### src/hw/drs_regs.vh
/*
 * register map and field layout of the dma request and status block.
 * assumes a 32-bit apb bus with one register per aligned word.
 */
`ifndef DRS_REGS_VH
`define DRS_REGS_VH
`define DRS_OFS_REQ_SEL_BASE  12'h000
`define DRS_OFS_ACT_STATUS    12'h020
`define DRS_OFS_RAM_ADDR      12'h024
`define DRS_FORCE_BIT         15
`define DRS_IRQ_NUM_MSB       6
`define DRS_LAST_CH_LSB       8
`define DRS_LAST_CH_RESET     4'hf
`define DRS_REQ_SEL_RESET     16'h0000
`define DRS_RAM_ADDR_RESET    16'h0000
`endif

### src/hw/drs_req_mux.v
/*
 * one channel's request selector: picks one peripheral irq line by number.
 * assumes the irq lines are already on pclk.
 */
`timescale 1ns/1ns
module drs_req_mux #(
  parameter NUM_IRQ = 128,
  parameter SEL_W   = 7
) (
  // irq lines
  input  wire [NUM_IRQ-1:0] peripheral_irq_line,
  // selection
  input  wire [SEL_W-1:0]   peripheral_irq_number,
  // selected request
  output wire               channel_transfer_request
);
  assign channel_transfer_request = peripheral_irq_line[peripheral_irq_number];
endmodule // drs_req_mux

### src/hw/drs_dma_request_and_status.v
/*
 * request selection and status registers of a multi-channel dma controller.
 * assumes the transfer engine reports completions on pclk and that irq lines
 * arrive on pclk; registers are reached over apb.
 */
// The APB interface to the registers and the register addresses were decided locally.
// Overview of operation
// - software writes of zero to the force bit are ignored; only hardware clears it.
// - hardware clears the force bit when the forced transfer completes.
// - each channel holds a 7-bit irq number picking one of 128 irq lines as its request.
// - a 4-bit field reports the last active channel, reading 1111 after reset until a transfer.
// - a 16-bit register holds the most recent ram address accessed, zero after reset.
`timescale 1ns/1ns
`include "drs_regs.vh"
module drs_dma_request_and_status #(
  parameter NUM_CH  = 8,
  parameter NUM_IRQ = 128
) (
  // clock and reset
  input  wire               pclk,
  input  wire               presetn,
  // apb slave
  input  wire               psel,
  input  wire               penable,
  input  wire               pwrite,
  input  wire [11:0]        paddr,
  input  wire [31:0]        pwdata,
  output reg  [31:0]        prdata,
  output reg                pready,
  output reg                pslverr,
  // peripheral irq lines
  input  wire [NUM_IRQ-1:0] peripheral_irq_line,
  // transfer engine status
  input  wire               xfer_done,
  input  wire [2:0]         xfer_channel,
  input  wire               xfer_buffer_b,
  input  wire [15:0]        xfer_ram_addr,
  input  wire               ram_access,
  // requests to the transfer engine
  output reg  [NUM_CH-1:0]  channel_transfer_request,
  output reg  [NUM_CH-1:0]  force_transfer
);
  ////////////////////////////////////////////////////////////////////////////
  // local widths
  localparam IRQ_W  = 7;
  localparam CH_W   = 3;
  localparam LAST_W = 4;
  localparam ADDR_W = 16;
  localparam DATA_W = 32;

  ////////////////////////////////////////////////////////////////////////////
  // storage
  reg  [IRQ_W-1:0]  irq_num_reg [0:NUM_CH-1];
  reg  [LAST_W-1:0] last_active_channel_reg;
  reg  [NUM_CH-1:0] ping_pong_buffer_status_reg;
  reg  [ADDR_W-1:0] recent_ram_address_value_reg;

  // next values
  reg  [NUM_CH-1:0] force_next;
  reg  [DATA_W-1:0] prdata_next;

  // decode
  wire [NUM_CH-1:0] sel_req;
  wire              setup_phase;
  wire              access_done;
  wire              wr_en;
  wire              rd_en;
  wire              hit_req_sel;
  wire              hit_status;
  wire              hit_ram_addr;
  wire              hit_any;
  wire [CH_W-1:0]   reg_ch;
  wire [NUM_CH-1:0] wr_ch_onehot;
  wire [NUM_CH-1:0] done_onehot;
  wire [NUM_CH-1:0] force_set;
  integer           i;

  ////////////////////////////////////////////////////////////////////////////
  // helpers

  // request select words are the first eight aligned words
  function is_req_sel;
    input [11:0] a;
    begin
      is_req_sel = (a[11:5] == 7'd0) && (a[1:0] == 2'd0);
    end
  endfunction

  // one-hot channel mask from a channel number
  function [NUM_CH-1:0] ch_mask;
    input [CH_W-1:0] ch;
    begin
      ch_mask = {{(NUM_CH-1){1'b0}}, 1'b1} << ch;
    end
  endfunction

  ////////////////////////////////////////////////////////////////////////////
  // bus decode
  // a write lands only at the edge where the access phase sees pready high
  assign setup_phase  = psel && !penable;
  assign access_done  = psel && penable && pready;
  assign wr_en        = access_done && pwrite;
  assign rd_en        = setup_phase && !pwrite;

  assign hit_req_sel  = is_req_sel(paddr);
  assign hit_status   = (paddr == `DRS_OFS_ACT_STATUS);
  assign hit_ram_addr = (paddr == `DRS_OFS_RAM_ADDR);
  assign hit_any      = hit_req_sel || hit_status || hit_ram_addr;

  assign reg_ch       = paddr[4:2];
  assign wr_ch_onehot = ch_mask(reg_ch);

  ////////////////////////////////////////////////////////////////////////////
  // force set and clear masks
  assign done_onehot  = xfer_done ? ch_mask(xfer_channel) : {NUM_CH{1'b0}};
  assign force_set    = (wr_en && hit_req_sel && pwdata[`DRS_FORCE_BIT]) ? wr_ch_onehot
                                                                           : {NUM_CH{1'b0}};

  ////////////////////////////////////////////////////////////////////////////
  // per-channel request selectors
  genvar g;
  generate
    for (g = 0; g < NUM_CH; g = g + 1) begin : g_mux
      drs_req_mux #(.NUM_IRQ(NUM_IRQ), .SEL_W(IRQ_W)) u_mux (
        .peripheral_irq_line      (peripheral_irq_line),
        .peripheral_irq_number    (irq_num_reg[g]),
        .channel_transfer_request (sel_req[g])
      );
    end
  endgenerate

  ////////////////////////////////////////////////////////////////////////////
  // read data; zero outside a read so a refusal never shows stale data
  always @* begin
    prdata_next = {DATA_W{1'b0}};
    if (rd_en) begin
      if (hit_req_sel)
        prdata_next = {16'h0000, force_transfer[reg_ch], 8'h00, irq_num_reg[reg_ch]};
      else if (hit_status)
        prdata_next = {20'h0_0000, last_active_channel_reg, ping_pong_buffer_status_reg};
      else if (hit_ram_addr)
        prdata_next = {16'h0000, recent_ram_address_value_reg};
    end
  end

  ////////////////////////////////////////////////////////////////////////////
  // apb answer: one cycle in the access phase, always zero wait
  always @(posedge pclk or negedge presetn) begin
    if (!presetn) begin
      pready  <= 1'b0;
      pslverr <= 1'b0;
      prdata  <= 32'h0000_0000;
    end else begin
      pready  <= setup_phase;
      pslverr <= setup_phase && !hit_any;
      prdata  <= prdata_next;
    end
  end

  ////////////////////////////////////////////////////////////////////////////
  // force bits
  // a software set wins over a completion in the same cycle, so a new
  // force is never lost; a written zero has no path to clear
  always @* begin
    force_next = (force_transfer & ~done_onehot) | force_set;
  end

  always @(posedge pclk or negedge presetn) begin
    if (!presetn) begin
      force_transfer <= {NUM_CH{1'b0}};
    end else begin
      force_transfer <= force_next;
    end
  end

  ////////////////////////////////////////////////////////////////////////////
  // irq number per channel
  always @(posedge pclk or negedge presetn) begin
    if (!presetn) begin
      for (i = 0; i < NUM_CH; i = i + 1)
        irq_num_reg[i] <= 7'd0;
    end else begin
      for (i = 0; i < NUM_CH; i = i + 1) begin
        if (wr_en && hit_req_sel && wr_ch_onehot[i])
          irq_num_reg[i] <= pwdata[`DRS_IRQ_NUM_MSB:0];
      end
    end
  end

  ////////////////////////////////////////////////////////////////////////////
  // last active channel; reads all ones until the first completion
  always @(posedge pclk or negedge presetn) begin
    if (!presetn) begin
      last_active_channel_reg <= `DRS_LAST_CH_RESET;
    end else begin
      if (xfer_done)
        last_active_channel_reg <= {1'b0, xfer_channel};
    end
  end

  ////////////////////////////////////////////////////////////////////////////
  // ping-pong buffer status per channel
  always @(posedge pclk or negedge presetn) begin
    if (!presetn) begin
      ping_pong_buffer_status_reg <= {NUM_CH{1'b0}};
    end else begin
      for (i = 0; i < NUM_CH; i = i + 1) begin
        if (done_onehot[i])
          ping_pong_buffer_status_reg[i] <= xfer_buffer_b;
      end
    end
  end

  ////////////////////////////////////////////////////////////////////////////
  // most recent ram address
  always @(posedge pclk or negedge presetn) begin
    if (!presetn) begin
      recent_ram_address_value_reg <= `DRS_RAM_ADDR_RESET;
    end else begin
      if (ram_access)
        recent_ram_address_value_reg <= xfer_ram_addr;
    end
  end

  ////////////////////////////////////////////////////////////////////////////
  // selected requests to the transfer engine, one cycle after the lines
  always @(posedge pclk or negedge presetn) begin
    if (!presetn) begin
      channel_transfer_request <= {NUM_CH{1'b0}};
    end else begin
      channel_transfer_request <= sel_req;
    end
  end
endmodule // drs_dma_request_and_status

### config.mk
export PLATFORM = sky130hd
export DESIGN_NAME = drs_dma_request_and_status
export DESIGN_NICKNAME = d
export VERILOG_FILES = /design/src/hw/drs_req_mux.v /design/src/hw/drs_dma_request_and_status.v
export VERILOG_INCLUDE_DIRS = /design/src /design/src/hw
export SDC_FILE = /design/constraint.sdc
export NUM_CORES = 1
export LEC_CHECK = 0
export BUFFER_PORTS_ARGS = -buffer_cell sky130_fd_sc_hd__buf_2
export CAP_MARGIN = 15
export CORE_MARGIN = 5
export CORE_UTILIZATION = 35
export CTS_CLUSTER_DIAMETER = 120
export DETAILED_ROUTE_END_ITERATION = 8
export HOLD_SLACK_MARGIN = 0.06
export PLACE_DENSITY = 0.56
export SLEW_MARGIN = 20
export SYNTH_ARGS = -nofsm -noshare
export SYNTH_HDL_FRONTEND = slang
export SYNTH_SLANG_ARGS = --single-unit
export TNS_END_PERCENT = 100
### constraint.sdc
create_clock -name pclk -period 4.4 [get_ports pclk]
set_clock_uncertainty 0.15 [all_clocks]
set_input_delay 0.88 -clock pclk [delete_from_list [all_inputs] [get_ports pclk]]
set_output_delay 0.88 -clock pclk [all_outputs]
set_load 0.02 [all_outputs]
Word level (Yosys, flattened, before mapping)
Index checks and enable logic that the tools add are counted.

word-level totals
  bits in registers = 134
  input bits = 199
  output and inout bits = 50
  word-level logic and storage cells = 92

cells by class
  magnitude comparators = 10
  equality and inequality tests = 2
  shift operators = 2
  muxes and demuxes = 27
  bitwise logic cells = 4
  reduce and logical (&&, ||, !) cells = 24

operator list
  operator                                                    count
  less-than comparator 7 x 8 -> 1 bit, second input constant  8
  two-way mux 16 bit                                          4
  binary-select mux 1 bit (select 7 bit)                      8
  equality test 12 x 6 -> 1 bit, second input constant        2
  binary-select mux 7 bit (select 3 bit)                      1
  logical AND 1 bit                                           17
  two-way mux 8 bit                                           2
  left shift 1 x 3 -> 8 bit, first input constant             2
  two-way mux 7 bit                                           2
  two-way mux 1 bit                                           9
  AND 8 bit                                                   1
  inverter 8 bit                                              1
  OR 8 bit                                                    1
  logical NOT 7 bit                                           1
  >= comparator 4 bit, second input constant                  1
  less-than comparator 3 x 4 -> 1 bit, second input constant  1
  inverter 3 -> 4 bit                                         1
  binary-select mux 1 bit (select 3 bit)                      1
  logical NOT 1 bit                                           3
  logical NOT 2 bit                                           1
  logical OR 1 bit                                            2

Logic depth before layout (Yosys ltp)
  depth after elaboration = 7
  depth in mapped cells = 9
  depth with buffers taken out = 6

Hierarchy
A second synthesis with hierarchy kept.

second synthesis, totals
  cells, all modules = 1,044
  area total of the unflattened synthesis = 14,009.7 µm²

by module, submodules not included
  module                      times used  cells each  area an instance (µm²)  sequential area each (µm²)
  drs_req_mux                 8           86          1,113.6                 0.0
  drs_dma_request_and_status  1           356         5,101.1                 2,957.8

Worst setup path after synthesis
Ideal clock, no wire load.

  kind = input to register
  from = input paddr[10]
  to = register irq_num_reg[49] in the netlist's numbering
  library setup time = 0.125 ns
  data arrival time = 2.614 ns
  required time = 4.125 ns
  slack = 1.512 ns
  stages = 6
  path buffers = 1
  cells stage by stage = or4_1 nor4_4 nand2b_1 buf_2 nor3_4 mux2_2

between the ends
  word-level cells in the longest chain between the ends = 4

RTL lines
  what                             RTL line                          source
  start, declared                  drs_dma_request_and_status.v:26   input wire [11:0] paddr,
  logical NOT 7 bit                drs_dma_request_and_status.v:85   is_req_sel = (a[11:5] == 7'd0) && (a[1:0] == 2'd0);
  logical AND 1 bit                drs_dma_request_and_status.v:85
  logical AND 1 bit (2 in series)  drs_dma_request_and_status.v:184  if (wr_en && hit_req_sel && wr_ch_onehot[i])
  end signal, assigned by index    drs_dma_request_and_status.v:185  irq_num_reg[i] <= pwdata[`DRS_IRQ_NUM_MSB:0];
  end, declared                    drs_dma_request_and_status.v:53   reg [IRQ_W-1:0] irq_num_reg [0:NUM_CH-1];

No other way between the ends.
A chain may end at the register's enable or synchronous reset.

Worst setup path in the final report
  from = register irq_num_reg[28] in the netlist's numbering
  to = register channel_transfer_request[3]

between the ends
  word-level cells in the longest chain between the ends = 2

RTL lines
  what                                         RTL line                          source
  binary-select mux 1 bit (select 7 bit)       drs_req_mux.v:17                  assign channel_transfer_request = peripheral_irq_line[peripheral_irq_number];
  two-way mux 1 bit (implied by the code)      drs_req_mux.v:17
  net g_mux[3].u_mux.channel_transfer_request  drs_req_mux.v:15                  output wire channel_transfer_request
  end signal, assigned                         drs_dma_request_and_status.v:229  channel_transfer_request <= {NUM_CH{1'b0}};
  end signal, assigned                         drs_dma_request_and_status.v:231  channel_transfer_request <= sel_req;
  end, declared                                drs_dma_request_and_status.v:40   output reg [NUM_CH-1:0] channel_transfer_request,

The timed path passes the listed nets, and every way through them passes these cells. The select of a mux whose other input is x is not followed.

==> metrics <==
Final Max Tran Viols=0; Worst setup SP type=flip-flop; Yosys Warn Count=0; clock buffer depth=2; Layout Area Growth over Synthesis=14.0%; CTS tree=built; CP max stage delay=940 ps; post_cts resized=0; fin crit period=3060 ps; Leak=5.50 nW; latest clock arrival within the worst-skew pair=420 ps; GPL Wtd Cong=1.03; EDFF count, synth=0; post-DP HPWL=40200 microns; kind of cell adding the most delay to the critical path=flip-flops; Synth async-reset ratio=1.00; port bufs=208; WL/cell=29.9 microns; syn avg cell area=12.4 sq um; cell area power density=201 nW/um^2; Die Y=209 microns; core area=39500 sq um; critical path arrival=3150 ps; post-place setup slack=982 ps; RSZ-0062 raised after global routing=false; hold_buf cts=0; Root Driver=clkbuf_16; CP Max Fanout=22; Largest register FFs=56; Min-Delay Path Class=reg -> reg; Slew @ Worst Pin=1170 ps; achievable clock frequency=326 MHz; Post-DP Area=15200 sq um; chip width=209 microns; Post-synth top flop=dfrtp_1; most frequent cells in the layout=248 x mux4_2, 207 x buf_2, 152 x mux2i_1; # fillers=3796; overflow left after global routing=0; Setup TNS=0 ps; pin count of the biggest net entering global routing=119; First DRT Iteration DRCs=1508; Unique masters post-synth=38; Synth Cell Area=13900 sq um; H-tree depth=4; Setup Fix Bufs, Post-CTS=0; first-pass GRT wire length=79000 microns; setup ws final=1340 ps; DR vias/cell=6.53; CP Cell Sequence=buf_4 -> mux4_2 -> mux2i_1 -> a22oi_1 -> nand3_1 -> nand4_1; post-route cell area=15900 sq um; clock slew at reported path FFs=60 ps; Max-Cap Viols=0; Critical Path RT=4490 ps; endpoint class of the critical path=flip-flop; Setup CP Type=reg -> reg; die area=43800 sq um; vias in the first global route=11.6k; Fin. Hold Viols=0; VDD IR-drop max=244 uV; Power Total=0.00319 W; DRC=0; Post-DRT Antenna Nets=0; period utilization=0.696; total CTS buffers=17; Relative slew margins=0.222; final wirelength=53800 microns; commonest non-fill, non-tap cell in the layout=mux4_2; router iterations before antenna repair=5; NumNets Final=1457; initial antenna violation count=4; setup violators final=0; CP bufs+invs=1; via count=11.7k; GRT Util Overall=0.239; Post-Syn Instances=1125; Cell Rows=73; status=completed; sequential fraction of the synthesis area=0.213; clock sinks=118; Initial Util=0.352; fin util=0.401; I/O pin count=249; ratio of cells with drive above 1 in the final layout=0.496; CP max-delay cell=dfrtp_2; synthesized flop and latch total=118
logic make-up (layout without fill, tap and decap cells):
| logic type | count (synthesis) | after routing | share of synthesized area |
|---|---|---|---|
| AOI/OAI and AO/OA | 103 | 103 | 0.0541 |
| other | 1 | 17 | 0.000270 |
| muxes | 489 | 489 | 0.583 |
| DFF | 118 | 118 | 0.213 |
| and+or+nand+nor | 251 | 251 | 0.0935 |
| buffers and inverters | 163 | 294 | 0.0564 |
layer usage:
metal,up-vias,wire length [microns],global-route usage
li1,4845,-,-
met1,5974,20100,0.314
met2,769,25500,0.385
met3,136,5290,0.0489
met4,4,2890,0.107
met5,-,21,0
where the power goes:
| part | switching (W) | internal [W] | leakage [nW] | total (W) |
|---|---|---|---|---|
| combinational | 0.000331 | 0.000278 | 3.65 | 0.000609 |
| sequential | 0.0000217 | 0.00113 | 1.55 | 0.00115 |
| clock | 0.000526 | 0.000910 | 0.297 | 0.00144 |
| total | 0.000879 | 0.00231 | 5.50 | 0.00319 |
final timing paths:
path	startpoint	endpoint	slack [ps]	cells past startpoint
setup / recovery	irq_num_reg[28]	channel_transfer_request[3]	1340	6
hold / removal	last_active_channel_reg[3]	last_active_channel_reg[3]	330	1
setup reg to reg	irq_num_reg[28]	channel_transfer_request[3]	1340	6
hold reg to reg	last_active_channel_reg[3]	last_active_channel_reg[3]	330	1
max in group asynchronous	presetn	irq_num_reg[42]	3160	2
min in group asynchronous	presetn	prdata[4]	380	2
Yosys cell counts (2+ instances only):
cell type / instances / area share
o21ai_0: 8 / 0.0029
mux2_1: 3 / 0.0024
dfrtp_1: 114 / 0.21
and3_1: 3 / 0.0013
nand2b_1: 16 / 0.0072
nor2b_1: 36 / 0.016
mux4_2: 248 / 0.40
dfstp_2: 4 / 0.0076
a31oi_1: 32 / 0.014
buf_2: 12 / 0.0043
nand2_1: 54 / 0.015
a211oi_1: 8 / 0.0043
nor3_1: 2 / 0.00072
clkbuf_1: 73 / 0.020
a22oi_1: 30 / 0.016
nand4_1: 18 / 0.0081
mux2i_1: 152 / 0.11
nor2_4: 4 / 0.0032
a2111oi_0: 16 / 0.010
buf_1: 17 / 0.0046
buf_4: 42 / 0.023
nor2_1: 48 / 0.013
a222oi_1: 7 / 0.0050
nand3_1: 61 / 0.022
mux2_2: 86 / 0.070
inv_1: 19 / 0.0051
through the flow:
step | instances | hold slack (ps)
floorplan | 1140 | 312
global placement | 1764 | 324
detailed placement | 1764 | 324
CTS | 1796 | 335
global route | 1796 | 340
finish | 1797 | 335
cell type report:
| class | instances | area, sq um | area share |
|---|---|---|---|
| Sequential cell | 118 | 2970 | 0.187 |
| Tap cell | 525 | 657 | 0.0414 |
| Inverter | 19 | 71.3 | 0.00450 |
| Clock buffer | 18 | 439 | 0.0277 |
| Multi-Input combinational cell | 859 | 10200 | 0.645 |
| Antenna cell | 1 | 2.50 | 0.000158 |
| Clock inverter | 14 | 173 | 0.0109 |
| Timing Repair Buffer | 243 | 1320 | 0.0832 |
Note: power is estimated with default switching activity, not from simulation.
